`src/logic/eqc_consts.svh`:
```
// Offsets, field positions, reset values and widths of the edge and quadrature counter
`ifndef EQC_CONSTS_SVH
`define EQC_CONSTS_SVH

`define EQC_ADDR_W 8
`define EQC_DATA_W 32
`define EQC_CNT_W 32

`define EQC_OFF_CTRL 8'h00
`define EQC_OFF_COUNT 8'h04
`define EQC_OFF_STATUS 8'h08

`define EQC_CTRL_MODE_LO 0
`define EQC_CTRL_MODE_HI 1
`define EQC_CTRL_EN 2
`define EQC_CTRL_FALL 3
`define EQC_CTRL_INV 4
`define EQC_CTRL_W 5
`define EQC_CTRL_RST 5'h00

`define EQC_STAT_IN0 0
`define EQC_STAT_IN1 1
`define EQC_STAT_DIR 2
`define EQC_STAT_BAD 3

`define EQC_RESP_OKAY 2'h0
`define EQC_RESP_SLVERR 2'h2

`endif

```
`src/logic/eqc_pkg.sv`:
```
// Types shared by the edge and quadrature counter
package eqc_pkg;
  `include "eqc_consts.svh"

  typedef enum logic [1:0]
  {
    EQC_MODE_EDGE = 2'h0,
    EQC_MODE_PULSE_DIR = 2'h1,
    EQC_MODE_QUAD_1X = 2'h2,
    EQC_MODE_QUAD_4X = 2'h3
  } eqc_mode_t;

  typedef struct packed
  {
    logic awvalid;
    logic [`EQC_ADDR_W-1:0] awaddr;
    logic wvalid;
    logic [`EQC_DATA_W-1:0] wdata;
    logic [3:0] wstrb;
    logic bready;
    logic arvalid;
    logic [`EQC_ADDR_W-1:0] araddr;
    logic rready;
  } eqc_axi_req_t;

  typedef struct packed
  {
    logic awready;
    logic wready;
    logic bvalid;
    logic [1:0] bresp;
    logic arready;
    logic rvalid;
    logic [`EQC_DATA_W-1:0] rdata;
    logic [1:0] rresp;
  } eqc_axi_rsp_t;
endpackage : eqc_pkg

```
`src/logic/eqc_sync_edge.sv`:
```
// Two-flop synchroniser with edge detection for one counter input
module eqc_sync_edge
(
  input wire logic clk,
  input wire logic sys_rst,
  input wire logic pinIn,
  output logic level,
  output logic rise,
  output logic fall
);
  logic meta;
  logic prev;

  // First stage feeds only the second stage
  always_ff @(posedge clk or posedge sys_rst)
  begin
    if (sys_rst)
    begin
      meta <= 1'b0;
      level <= 1'b0;
      prev <= 1'b0;
    end
    else
    begin
      meta <= pinIn;
      level <= meta;
      prev <= level;
    end
  end

  // One transition gives exactly one pulse
  assign rise = level & ~prev;
  assign fall = ~level & prev;
endmodule : eqc_sync_edge

```
`src/logic/eqc_top.sv`:
```
// Edge and quadrature counter with AXI4-Lite register slave
//
// Decided for this implementation: the register addresses and the AXI4-Lite register port.
`include "eqc_consts.svh"
module eqc_top
  import eqc_pkg::*;
(
  input wire logic clk,
  input wire logic sys_rst,
  input wire logic cntIn0,
  input wire logic cntIn1,
  input wire eqc_pkg::eqc_axi_req_t axiReq,
  output eqc_pkg::eqc_axi_rsp_t axiRsp,
  output logic [`EQC_CNT_W-1:0] countValue
);
  import eqc_pkg::*;

  logic lvl0;
  logic lvl1;
  logic rise0;
  logic rise1;
  logic fall0;
  logic fall1;
  logic prevLvl0;
  logic prevLvl1;

  logic [`EQC_CTRL_W-1:0] ctrl;
  logic dirDown;
  logic badStep;
  eqc_mode_t mode;
  logic stepEn;
  logic stepDown;
  logic illegal;

  logic awHave;
  logic wHave;
  logic [`EQC_ADDR_W-1:0] awAddr;
  logic [`EQC_DATA_W-1:0] wData;
  logic [3:0] wStrb;
  logic doWrite;
  logic awFire;
  logic wFire;
  logic arFire;
  logic next_awHave;
  logic next_wHave;
  logic next_bValid;
  logic [`EQC_DATA_W-1:0] readWord;
  logic readOk;

  eqc_sync_edge syncIn0
  (
    .clk(clk),
    .sys_rst(sys_rst),
    .pinIn(cntIn0),
    .level(lvl0),
    .rise(rise0),
    .fall(fall0)
  );

  eqc_sync_edge syncIn1
  (
    .clk(clk),
    .sys_rst(sys_rst),
    .pinIn(cntIn1),
    .level(lvl1),
    .rise(rise1),
    .fall(fall1)
  );

  assign mode = eqc_mode_t'(ctrl[`EQC_CTRL_MODE_HI:`EQC_CTRL_MODE_LO]);

  // Previous synchronised levels for the 4x direction decode
  always_ff @(posedge clk or posedge sys_rst)
  begin
    if (sys_rst)
    begin
      prevLvl0 <= 1'b0;
      prevLvl1 <= 1'b0;
    end
    else
    begin
      prevLvl0 <= lvl0;
      prevLvl1 <= lvl1;
    end
  end

  // Step decode for the four counting modes
  always_comb
  begin
    stepEn = 1'b0;
    stepDown = 1'b0;
    illegal = 1'b0;
    unique case (mode)
      EQC_MODE_EDGE:
      begin
        stepEn = ctrl[`EQC_CTRL_FALL] ? fall0 : rise0;
        stepDown = 1'b0;
      end
      EQC_MODE_PULSE_DIR:
      begin
        stepEn = ctrl[`EQC_CTRL_FALL] ? fall0 : rise0;
        stepDown = ~lvl1;
      end
      EQC_MODE_QUAD_1X:
      begin
        // Phase B high at an A rise means B leads
        stepEn = rise0;
        stepDown = lvl1;
      end
      EQC_MODE_QUAD_4X:
      begin
        // Both phases moving at once has no direction; skip it
        illegal = (rise0 | fall0) & (rise1 | fall1);
        stepEn = (rise0 | fall0 | rise1 | fall1) & ~illegal;
        stepDown = ~(lvl0 ^ prevLvl1);
      end
    endcase
    stepDown = stepDown ^ ctrl[`EQC_CTRL_INV];
  end

  // Counter; a software load in the same cycle overrides the step
  always_ff @(posedge clk or posedge sys_rst)
  begin
    if (sys_rst)
    begin
      countValue <= '0;
    end
    else if (doWrite && awAddr == `EQC_OFF_COUNT)
    begin
      for (int i = 0; i < 4; i++)
      begin
        if (wStrb[i])
        begin
          countValue[i*8 +: 8] <= wData[i*8 +: 8];
        end
      end
    end
    else if (ctrl[`EQC_CTRL_EN] && stepEn)
    begin
      countValue <= stepDown ? countValue - 32'h1 : countValue + 32'h1;
    end
  end

  // Last direction and sticky skipped-step flag; a new event beats the clear
  always_ff @(posedge clk or posedge sys_rst)
  begin
    if (sys_rst)
    begin
      dirDown <= 1'b0;
      badStep <= 1'b0;
    end
    else
    begin
      if (ctrl[`EQC_CTRL_EN] && stepEn)
      begin
        dirDown <= stepDown;
      end
      if (ctrl[`EQC_CTRL_EN] && illegal)
      begin
        badStep <= 1'b1;
      end
      else if (doWrite && awAddr == `EQC_OFF_STATUS && wStrb[0] && wData[`EQC_STAT_BAD])
      begin
        badStep <= 1'b0;
      end
    end
  end

  // Control register
  always_ff @(posedge clk or posedge sys_rst)
  begin
    if (sys_rst)
    begin
      ctrl <= `EQC_CTRL_RST;
    end
    else if (doWrite && awAddr == `EQC_OFF_CTRL && wStrb[0])
    begin
      ctrl <= wData[`EQC_CTRL_W-1:0];
    end
  end

  // Write channel handshakes; address and data may arrive in either order
  assign awFire = axiReq.awvalid & axiRsp.awready;
  assign wFire = axiReq.wvalid & axiRsp.wready;
  assign doWrite = awHave & wHave & ~axiRsp.bvalid;

  always_comb
  begin
    next_awHave = (awHave | awFire) & ~doWrite;
    next_wHave = (wHave | wFire) & ~doWrite;
    next_bValid = doWrite | (axiRsp.bvalid & ~axiReq.bready);
  end

  always_ff @(posedge clk or posedge sys_rst)
  begin
    if (sys_rst)
    begin
      awHave <= 1'b0;
      wHave <= 1'b0;
      awAddr <= '0;
      wData <= '0;
      wStrb <= 4'h0;
      axiRsp.awready <= 1'b0;
      axiRsp.wready <= 1'b0;
      axiRsp.bvalid <= 1'b0;
      axiRsp.bresp <= `EQC_RESP_OKAY;
    end
    else
    begin
      if (awFire)
      begin
        awAddr <= {axiReq.awaddr[`EQC_ADDR_W-1:2], 2'b00};
      end
      if (wFire)
      begin
        wData <= axiReq.wdata;
        wStrb <= axiReq.wstrb;
      end
      awHave <= next_awHave;
      wHave <= next_wHave;
      axiRsp.awready <= ~next_awHave & ~next_bValid;
      axiRsp.wready <= ~next_wHave & ~next_bValid;
      axiRsp.bvalid <= next_bValid;
      if (doWrite)
      begin
        axiRsp.bresp <= (awAddr == `EQC_OFF_CTRL || awAddr == `EQC_OFF_COUNT ||
                         awAddr == `EQC_OFF_STATUS) ? `EQC_RESP_OKAY : `EQC_RESP_SLVERR;
      end
    end
  end

  // Read decode
  always_comb
  begin
    readWord = '0;
    readOk = 1'b1;
    unique case ({axiReq.araddr[`EQC_ADDR_W-1:2], 2'b00})
      `EQC_OFF_CTRL:
      begin
        readWord[`EQC_CTRL_W-1:0] = ctrl;
      end
      `EQC_OFF_COUNT:
      begin
        readWord = countValue;
      end
      `EQC_OFF_STATUS:
      begin
        readWord[`EQC_STAT_IN0] = lvl0;
        readWord[`EQC_STAT_IN1] = lvl1;
        readWord[`EQC_STAT_DIR] = dirDown;
        readWord[`EQC_STAT_BAD] = badStep;
      end
      default:
      begin
        readOk = 1'b0;
      end
    endcase
  end

  assign arFire = axiReq.arvalid & axiRsp.arready;

  always_ff @(posedge clk or posedge sys_rst)
  begin
    if (sys_rst)
    begin
      axiRsp.arready <= 1'b0;
      axiRsp.rvalid <= 1'b0;
      axiRsp.rdata <= '0;
      axiRsp.rresp <= `EQC_RESP_OKAY;
    end
    else
    begin
      if (arFire)
      begin
        axiRsp.rvalid <= 1'b1;
        axiRsp.rdata <= readWord;
        axiRsp.rresp <= readOk ? `EQC_RESP_OKAY : `EQC_RESP_SLVERR;
        axiRsp.arready <= 1'b0;
      end
      else if (axiRsp.rvalid && axiReq.rready)
      begin
        axiRsp.rvalid <= 1'b0;
        axiRsp.arready <= 1'b1;
      end
      else
      begin
        axiRsp.arready <= ~axiRsp.rvalid;
      end
    end
  end
endmodule : eqc_top

```
`config.mk`:
```
export PLATFORM = sky130hd
export DESIGN_NAME = eqc_top
export DESIGN_NICKNAME = d
export VERILOG_FILES = /design/src/logic/eqc_pkg.sv /design/src/logic/eqc_sync_edge.sv /design/src/logic/eqc_top.sv
export VERILOG_INCLUDE_DIRS = /design/src /design/src/logic
export SDC_FILE = /design/constraint.sdc
export NUM_CORES = 1
export LEC_CHECK = 0
export BUFFER_PORTS_ARGS = -buffer_cell sky130_fd_sc_hd__buf_2
export CORE_ASPECT_RATIO = 1.25
export CORE_MARGIN = 5
export CORE_UTILIZATION = 47
export DETAILED_ROUTE_END_ITERATION = 10
export GPL_TIMING_DRIVEN = 0
export PLACE_DENSITY = 0.73
export SLEW_MARGIN = 20
export SYNTH_ARGS = -nofsm -noshare
export SYNTH_HDL_FRONTEND = slang
export SYNTH_SLANG_ARGS = --single-unit
```
`constraint.sdc`:
```
create_clock -name clk -period 4 [get_ports clk]
set_input_delay 0.2 -clock clk [delete_from_list [all_inputs] [get_ports clk]]
set_output_delay 0.2 -clock clk [all_outputs]
set_load 0.05 [all_outputs]
```
==> impl_metrics.py, run 1 <==
metrics = {
    "outcome": {
        "status": "complete, no violations",
    },
    "power": {
        "power.switching_w": 0.00313,
        "switching_share_pct": 44.4,
        "p_clk_share_pct": 20.7,
        "pwr-share-comb_pct": 49.5,
        "pwr-share-seq_pct": 29.8,
        "intPower_w": 0.00392,
        "ir_worst_vdd_mv": 0.438,
        "totalPowerFinal_w": 0.00706,
        "leakage_nw": 4.15,
        "pwr_density_cell_nw_per_um2": 839,
    },
    "detailed_routing": {
        "avgViaCountPerCell": 5.69,
        "antenna_left": 0,
        "finalWirelength_um": 17900,
        "drtPass1Iterations": 5,
        "drcViolationCount": 0,
        "drt-initial-drc-count": 302,
        "wire_per_inst_um": 18.3,
        "dr_total_vias": 5579,
    },
    "worst_setup_path": {
        "cp-start-kind": "flip-flop",
        "critPathRequiredTime_ns": 4.36,
        "critPathMaxFanout": 19,
        "end_kind": "flip-flop",
        "critical_path_arrival_ns": 4.21,
        "critPathKind": "reg2reg",
    },
    "die": {
        "dieHeight_um": 143,
        "io_pins": 134,
        "coreArea_um2": 13900,
        "dieArea_um2": 16700,
        "fp-row-count": 48,
        "initial_core_util_pct": 48.2,
        "die_w_um": 117,
    },
    "final_layout": {
        "layout_common_cells": "buf_2, dfrtp_1, a21oi_1",
        "num_antenna_cells": 0,
        "utilization_pct": 60.7,
        "layout_commonest_cell": "buf_2",
        "final_cells": 980,
        "drive_gt1_share_pct": 30.1,
        "syn_to_final_growth_pct": 26.0,
        "final_nets": 889,
    },
    "synthesis": {
        "syn_area_um2": 6680,
        "synthCells": 623,
        "ys_ff_latch": 128,
        "synth_edf_count": 0,
        "ys_warn_count": 0,
        "synthArstFlopShare_pct": 100,
        "synth_seq_area_share_pct": 47.9,
        "syn_area_per_cell_um2": 10.7,
        "synth_cell_types": 58,
        "synth_flop_cell": "dfrtp_1",
    },
    "cts": {
        "htreeDepth": 4,
        "cts_buffers": 17,
        "clockBufferDepth": 2,
        "cts_root_buffer": "clkbuf_16",
        "clk_latency_ns": 0.43,
        "path_clk_slew_ns": 0.06,
        "cts_tree": "yes",
        "clock-sinks": 128,
    },
    "place": {
        "portBuffers": 126,
        "place.detailed.hpwl_um": 12900,
        "dp.cells": 927,
        "gp_congestion": 0.894,
    },
    "timing": {
        "final-setup-viol-count": 0,
        "fin_worst_skew_ns": 0.0123,
        "max_freq_mhz": 260,
        "tightest_slew_ns": 0.918,
        "drv_slew": 0,
        "hold_violations": 0,
        "period_share_pct": 96.3,
        "min_period_ns": 3.85,
        "slew_headroom_pct": 38.6,
        "fin_setup_tns_ns": 0,
    },
    "grt": {
        "grt_pass1_wl_um": 29200,
        "overflow": 0,
        "antenna_found_initial": 0,
        "globalRouteTotalUtil_pct": 22.5,
        "grt_pass1_vias": 5796,
        "grt_max_degree": 81,
    },
    "run": {
        "maxCapViolCount": 0,
    },
    "worst_hold_path": {
        "hold_path.class": "in2reg",
    },
}
## path summary, 6_finish.rpt
| kind | start | end | slack, ns | depth (start not counted) |
|---|---|---|---|---|
| min in group asynchronous | sys_rst | axiRsp[40] | 0.34 | 3 |
| min reg2reg | syncIn1.meta | syncIn1.level | 0.36 | 0 |
| max reg2reg | syncIn0.level | countValue[28] | 0.15 | 15 |
| max in group asynchronous | sys_rst | countValue[7] | 2.93 | 4 |
| max | syncIn0.level | countValue[28] | 0.15 | 15 |
| min | axiReq[28] | wData[13] | 0.006 | 2 |
## metrics by stage
| step | area (um^2) | worst slack, ns | hold WS, ns |
|---|---|---|---|
| 6_report | 8420 | 0.149 | 0.00559 |
| 5_1_grt | 8420 | -0.0266 | 0.000998 |
| 4_1_cts | 8370 | 0.0781 | 0.000159 |
| 3_5_place_dp | 7610 | -0.173 | 0.250 |
| 3_3_place_gp | 7540 | -0.930 | 0.309 |
| 2_1_floorplan | 6690 | 0.0727 | 0.231 |
## layout make-up
| type | instances | area, um^2 |
|---|---|---|
| fill | 1180 | 5460 |
| multi-input combinational | 453 | 3350 |
| sequential | 128 | 3200 |
| timing repair buffer | 149 | 886 |
| clock buffer | 19 | 453 |
| tap | 175 | 219 |
| clock inverter | 13 | 114 |
| buffer | 23 | 110 |
| inverter | 20 | 80.1 |
## synthesized netlist by cell type (all sizes together), types with 6 or more instances
library cell  instances  area share [%]
ha                   35             6.6
dfrtp               128              48
nand2                42             2.4
nor2                 41             2.3
mux2                 47             7.9
o22ai                13             1.2
xor2                 16             2.1
buf                  10            0.92
nand3                 8            0.60
nor3                  6            0.45
mux2i                11             1.6
nand4                 7            0.66
o21ai                36             2.8
clkbuf               13            0.73
inv                  20             1.1
a22o                 31             4.1
a21oi                60             4.7
a211oi                9             1.2
nor2b                 7            0.66
xnor2                11             1.4
a21o                 14             1.6
## kinds of logic after synthesis
family | share of synthesized area [%]
compound gates | 19.4
simple gates | 9.89
flops | 47.9
mux | 9.57
buf+inv | 2.77
fa+ha+maj | 6.86
xor+xnor | 3.54
other cells | 0.0561
## metal layers
| metal | up-vias | global-route usage [%] | share of wire (%) |
|---|---|---|---|
| li1 | 2635 | - | - |
| met1 | 2747 | 27.2 | 41 |
| met2 | 156 | 38.9 | 51 |
| met3 | 41 | 4.68 | 5.2 |
| met4 | 0 | 9.06 | 2.8 |
| met5 | - | 0 | 0 |
## timing repair
| action | 4_1_cts | 5_1_grt |
|---|---|---|
| hold buffers | 17 | 0 |
| resized for setup | 1 | 8 |
| hold endpoints to repair | 64 | 0 |
| setup endpoints to repair | 5 | 5 |
| buffers inserted | 2 | 2 |
| pin swaps | 1 | 2 |
## sequential cells by signal, summed over array words and instances, names as in the netlist
| signal | cells |
|---|---|
| syncIn0.prev | 1 |
| dirDown | 1 |
| badStep | 1 |
| syncIn0.meta | 1 |
| wData | 32 |
| ctrl | 5 |
| wHave | 1 |
| syncIn1.level | 1 |
| axiRsp | 39 |
| countValue | 32 |
| awHave | 1 |
| syncIn0.level | 1 |
| awAddr | 6 |
| wStrb | 4 |
| syncIn1.meta | 1 |
| syncIn1.prev | 1 |
## critical path: stages, from the launching register on
cell and delay, ns:
dfrtp_1 0.43, xor2_1 0.19, a31oi_2 0.30, xor2_4 0.33, buf_16 0.20, ha_1 0.32
a211oi_2 0.32, nand2_1 0.10, o21ai_2 0.18, a21oi_2 0.11, o21ai_2 0.13, a21oi_2 0.10
a221o_1 0.43, a2111o_1 0.42, nand3_1 0.10, a221o_1 0.12
## power groups by stage
stage                     Sequential, W  Clock, W  Combinational (W)
after CTS                       0.00210   0.00149            0.00345
after detailed placement        0.00211         0            0.00337
after global routing            0.00217   0.00155            0.00383
after global placement          0.00210         0            0.00324
final                           0.00210   0.00146            0.00349
after floorplan                 0.00254         0            0.00210
Note: power is estimated with default switching activity, not from simulation.
==> run 2, diff against run 1 <==
CAP_MARGIN = 20   (was not set)
CORE_UTILIZATION = 50   (was 47)
PLACE_DENSITY = 0.76   (was 0.73)
==> run 2 against run 1 <==
- register-to-register slack barely moved
- flip-flop and latch count did not move
- power rose by 0.85%
- first-iteration DRC count fell by 26%
- combinational power fell by 1%
- die area fell by 5.5%
- clock skew fell by 0.0039 ns
- largest power group unchanged
==> impl_metrics.py, run 2 (synthesis results as in run 1) <==
metrics = {
    "worst_setup_path": {
        "end_kind": "flip-flop",
        "path_cells": "mux2i_1 -> a31oi_4 -> xor2_4 -> buf_16 -> ha_1 -> a211oi_1 -> nor2_1 -> or2_1 -> a21oi_1 -> o21ai_1 -> a21oi_2 -> nor2_1 -> a211oi_1 -> xor2_1 -> a21oi_1",
        "cp-start-kind": "flip-flop",
        "critical_path_arrival_ns": 4.09,
        "max_stage_delay_ns": 0.50,
        "crit_path_top_delay_cell": "dfrtp_1",
        "critPathKind": "reg2reg",
        "critPathMaxFanout": 19,
        "critPathRequiredTime_ns": 4.25,
    },
    "place": {
        "dp.cells": 923,
        "portBuffers": 126,
        "gp_congestion": 0.923,
        "place.detailed.hpwl_um": 12900,
        "post-place-ws_ns": -0.165,
    },
    "power": {
        "totalPowerFinal_w": 0.00712,
        "pwr-share-comb_pct": 48.5,
        "ir_worst_vdd_mv": 0.398,
        "pwr_density_cell_nw_per_um2": 854,
        "intPower_w": 0.00399,
        "p_clk_share_pct": 21.8,
        "leakage_nw": 4.12,
        "pwr-share-seq_pct": 29.7,
        "switching_share_pct": 44.0,
        "power.switching_w": 0.00313,
    },
    "cts": {
        "cts_buffers": 17,
        "clk_latency_ns": 0.42,
        "htreeDepth": 4,
        "cts_root_buffer": "clkbuf_16",
        "cts_tree": "yes",
        "clockBufferDepth": 2,
        "path_clk_slew_ns": 0.06,
        "clock-sinks": 128,
    },
    "timing": {
        "holdWs_ns": 0.00792,
        "tightest_slew_ns": 1.03,
        "min_period_ns": 3.84,
        "final-setup-viol-count": 0,
        "worst_slack_ns": 0.159,
        "period_share_pct": 96.0,
        "hold_violations": 0,
        "slew_headroom_pct": 31.3,
        "fin_worst_skew_ns": 0.00835,
        "max_freq_mhz": 260,
        "drv_slew": 0,
    },
    "detailed_routing": {
        "dr_total_vias": 5587,
        "antenna_left": 0,
        "drtPass1Iterations": 5,
        "wire_per_inst_um": 18.3,
        "drcViolationCount": 0,
        "drt-initial-drc-count": 223,
        "avgViaCountPerCell": 5.78,
        "finalWirelength_um": 17700,
    },
    "final_layout": {
        "top_register": "axiRsp",
        "layout_common_cells": "buf_2, dfrtp_1, a21oi_1",
        "top_regs": "axiRsp (39), countValue (32), wData (32)",
        "layout_commonest_cell": "buf_2",
        "syn_to_final_growth_pct": 24.8,
        "final_nets": 879,
        "num_antenna_cells": 0,
        "drive_gt1_share_pct": 29.2,
        "largest_reg_flops": 39,
        "final_cells": 966,
    },
    "worst_hold_path": {
        "hold_path.class": "in2reg",
    },
    "outcome": {
        "status": "complete, no violations",
    },
    "run": {
        "maxCapViolCount": 0,
    },
    "grt": {
        "globalRouteTotalUtil_pct": 23.0,
        "grt_pass1_vias": 5584,
        "overflow": 0,
        "antenna_found_initial": 0,
        "grt_pass1_wl_um": 28900,
        "grt_max_degree": 70,
    },
    "die": {
        "initial_core_util_pct": 50.7,
        "coreArea_um2": 13200,
        "dieArea_um2": 15800,
        "io_pins": 134,
        "fp-row-count": 47,
        "dieHeight_um": 139,
        "die_w_um": 113,
    },
}
[run 2: cell count changes in the layout (fill, tap and decap cells not counted), moves of 2 or more]
cell / change
o21ai_1: +3
o21ai_2: -3
dlygate4sd3_1: -7
a21oi_2: -4
a21oi_1: +4
clkinvlp_4: -3
clkinv_4: +2
buf_4: -3
[run 2: worst paths after layout]
kind | startpoint | depth (start not counted) | slack, ns | endpoint
worst max register to register | ctrl[1] | 15 | 0.16 | countValue[29]
max in group asynchronous | sys_rst | 4 | 2.88 | wData[8]
min in group asynchronous | sys_rst | 3 | 0.40 | wData[0]
worst min-delay path | axiReq[40] | 2 | 0.008 | wData[25]
worst min register to register | syncIn1.meta | 0 | 0.35 | syncIn1.level
worst max-delay path | ctrl[1] | 15 | 0.16 | countValue[29]
[run 2: power groups by stage]
stage / clock network (W) / registers [W] / logic, W
2_1_floorplan: 0 / 0.00254 / 0.00210
3_3_place_gp: 0 / 0.00210 / 0.00325
3_5_place_dp: 0 / 0.00212 / 0.00337
4_1_cts: 0.00158 / 0.00210 / 0.00343
5_1_grt: 0.00163 / 0.00217 / 0.00377
6_report: 0.00156 / 0.00211 / 0.00345
[run 2: layout make-up]
cell class	instances	area, um^2
buffer	23	110
clock buffer	20	467
clock inverter	12	134
fill	1078	4840
inverter	20	80.1
multi-input combinational	453	3330
sequential	128	3200
tap	171	214
timing repair buffer	139	793
[run 2: per-stage QoR]
stage / area, um^2 / util [%] / setup TNS, ns
floorplan: 6690 / - / 0
global placement: 7540 / 57.2 / -110.56
detailed placement: 7610 / 57.8 / -0.383
CTS: 8310 / 63.1 / 0
global route: 8330 / 63.3 / -0.0125
finish: 8330 / 63.3 / 0
[run 2: critical path: cells and delay by family, from the launching register on]
family,cells,cell delay (ns)
AOI/OAI and AO/OA,7,1.69
xor gates and xnor gates,2,0.46
adders and majority gates,1,0.25
buffers and inverters,1,0.19
DFF,1,0.50
muxes,1,0.18
and+or+nand+nor,3,0.40
[run 2: what timing repair did]
action / in CTS / in global routing
hold endpoints to repair: 67 / 1
resized for setup: 0 / 3
hold buffers: 9 / 1
pin swaps: 1 / 0
buffers inserted: 1 / 0
setup endpoints to repair: 5 / 4
[run 2: metal layers]
layer	track usage, %	routed length, um	vias up
met4	8.29	413	0
met2	39.0	9140	176
met5	0	0	-
li1	-	-	2601
met3	5.43	960	37
met1	28.5	7180	2773
==> run 3, diff against run 2 <==
CORE_UTILIZATION = 55   (was 50)
PLACE_DENSITY = 0.8   (was 0.76)
clock period = 3.6 ns   (was 4 ns; I/O delays follow)
==> run 3 against run 2 <==
- the run now ends with negative setup slack left
- sequential power is 14% higher
- sequential share of layout area is 3.4 points lower
- non-clock buffer count is 55 higher
- worst setup slack worse by 0.20 ns
- power is 22% higher
- die area is 8.4% lower
- flip-flop and latch count stayed put
- design area is 9.7% higher
- utilization is 13 points higher
- routed wire length is 16% higher
- largest power group unchanged
- clock power is 12% higher
- clock-buffer cell count is 1 higher
==> impl_metrics.py, run 3 (synthesis results as in run 1) <==
metrics = {
    "cts": {
        "clock-sinks": 128,
        "cts_root_buffer": "clkbuf_16",
        "cts_tree": "yes",
        "clockBufferDepth": 2,
        "htreeDepth": 4,
        "cts_buffers": 17,
        "clk_latency_ns": 0.42,
        "path_clk_slew_ns": 0.06,
    },
    "timing": {
        "tightest_slew_ns": 1.06,
        "rsz0062_at_grt": "true",
        "final-setup-viol-count": 1,
        "min_period_ns": 3.64,
        "fin_worst_skew_ns": 0.00859,
        "worst_slack_ns": -0.0441,
        "hold_violations": 0,
        "holdWs_ns": 0.00783,
        "max_freq_mhz": 274,
        "slew_headroom_pct": 29.1,
        "drv_slew": 0,
        "period_share_pct": 101,
    },
    "detailed_routing": {
        "wire_per_inst_um": 20.2,
        "drcViolationCount": 0,
        "drtPass1Iterations": 5,
        "avgViaCountPerCell": 6.00,
        "antenna_left": 0,
        "drt-initial-drc-count": 349,
        "finalWirelength_um": 20500,
        "dr_total_vias": 6084,
    },
    "die": {
        "dieHeight_um": 133,
        "io_pins": 134,
        "die_w_um": 109,
        "dieArea_um2": 14500,
        "coreArea_um2": 12000,
        "fp-row-count": 45,
        "initial_core_util_pct": 55.4,
    },
    "power": {
        "leakage_nw": 4.41,
        "p_clk_share_pct": 20.2,
        "pwr_density_cell_nw_per_um2": 949,
        "intPower_w": 0.00485,
        "pwr-share-comb_pct": 52.1,
        "switching_share_pct": 44.1,
        "pwr-share-seq_pct": 27.7,
        "power.switching_w": 0.00382,
        "ir_worst_vdd_mv": 0.557,
    },
    "place": {
        "place.detailed.hpwl_um": 12900,
        "portBuffers": 126,
        "post-place-ws_ns": -0.757,
        "gp_congestion": 0.897,
    },
    "grt": {
        "grt_pass1_vias": 6300,
        "grt_max_degree": 69,
        "grt_pass1_wl_um": 32300,
        "antenna_found_initial": 0,
        "overflow": 0,
        "globalRouteTotalUtil_pct": 28.7,
    },
    "final_layout": {
        "largest_reg_flops": 39,
        "num_antenna_cells": 0,
        "syn_to_final_growth_pct": 36.9,
        "utilization_pct": 75.9,
        "final_nets": 935,
        "drive_gt1_share_pct": 34.1,
        "top_register": "axiRsp",
        "top_regs": "axiRsp (39), countValue (32), wData (32)",
        "layout_commonest_cell": "buf_2",
        "layout_common_cells": "buf_2, dfrtp_1, a21oi_1",
    },
    "run": {
        "maxCapViolCount": 0,
    },
    "worst_setup_path": {
        "critical_path_arrival_ns": 3.94,
        "critPathRequiredTime_ns": 3.89,
        "cp-start-kind": "flip-flop",
        "critPathMaxFanout": 8,
        "end_kind": "flip-flop",
        "critPathKind": "reg2reg",
    },
    "worst_hold_path": {
        "hold_path.class": "in2reg",
    },
    "outcome": {
        "status": "finished with violations",
        "violations": "negative setup slack",
    },
}
-- run 3: what timing repair did --
item,in CTS,in global routing
pin swaps,11,13
hold endpoints to repair,108,0
hold buffers,42,0
cloned,1,0
gates resized for setup,22,24
setup buffers,18,10
endpoints found under the setup margin,20,7
-- run 3: layer usage --
layer	GRT usage, %	vias to the layer above	routed length (um)
met5	0	-	0
met4	12.9	0	784
met3	5.57	73	1300
met2	49.2	291	10700
met1	34.7	2998	7630
li1	-	2722	-
-- run 3: area by class of cell --
type / instances / area, um^2
multi-input combinational: 454 / 3620
sequential: 128 / 3210
fill: 803 / 2900
timing repair buffer: 196 / 1340
clock buffer: 21 / 460
tap: 164 / 205
clock inverter: 10 / 136
buffer: 21 / 101
inverter: 20 / 80.1
-- run 3: worst paths after layout --
check / slack [ns] / to / from / depth (start not counted)
min reg2reg: 0.35 / syncIn0.level / syncIn0.meta / 0
min: 0.008 / wStrb[3] / axiReq[14] / 2
max in group asynchronous: 2.46 / countValue[15] / sys_rst / 4
max: -0.04 / countValue[31] / syncIn1.level / 15
max reg2reg: -0.04 / countValue[31] / syncIn1.level / 15
min in group asynchronous: 0.42 / ctrl[3] / sys_rst / 3
-- run 3: through the flow --
step | setup TNS [ns] | std cells | area [um^2] | power [W]
global route | -0.537 | 1014 | 9150 | 0.00913
global placement | -157.07 | 914 | 7570 | 0.00599
detailed placement | -6.58 | 915 | 7610 | 0.00613
finish | -0.0441 | 1014 | 9150 | 0.00868
CTS | 0 | 1006 | 8920 | 0.00830
floorplan | -0.00139 | 624 | 6740 | 0.00522
-- run 3: power groups by stage --
stage | sequential, W | combinational, W | clock [W]
floorplan | 0.00283 | 0.00239 | 0
global placement | 0.00233 | 0.00365 | 0
detailed placement | 0.00236 | 0.00377 | 0
CTS | 0.00237 | 0.00417 | 0.00176
global route | 0.00246 | 0.00485 | 0.00182
finish | 0.00241 | 0.00452 | 0.00175
-- run 3: critical path, stage by stage, from the launching register on --
cell and delay, ns:
dfrtp_1 0.42, mux2i_4 0.21, a31oi_4 0.24, xor2_4 0.12
buf_12 0.16, buf_12 0.14, ha_4 0.33, nand4_1 0.15
or4_4 0.56, o211ai_4 0.25, o21ai_4 0.12, o21ai_4 0.20
a31oi_4 0.12, xnor2_2 0.18, o211ai_1 0.18, o311ai_1 0.11
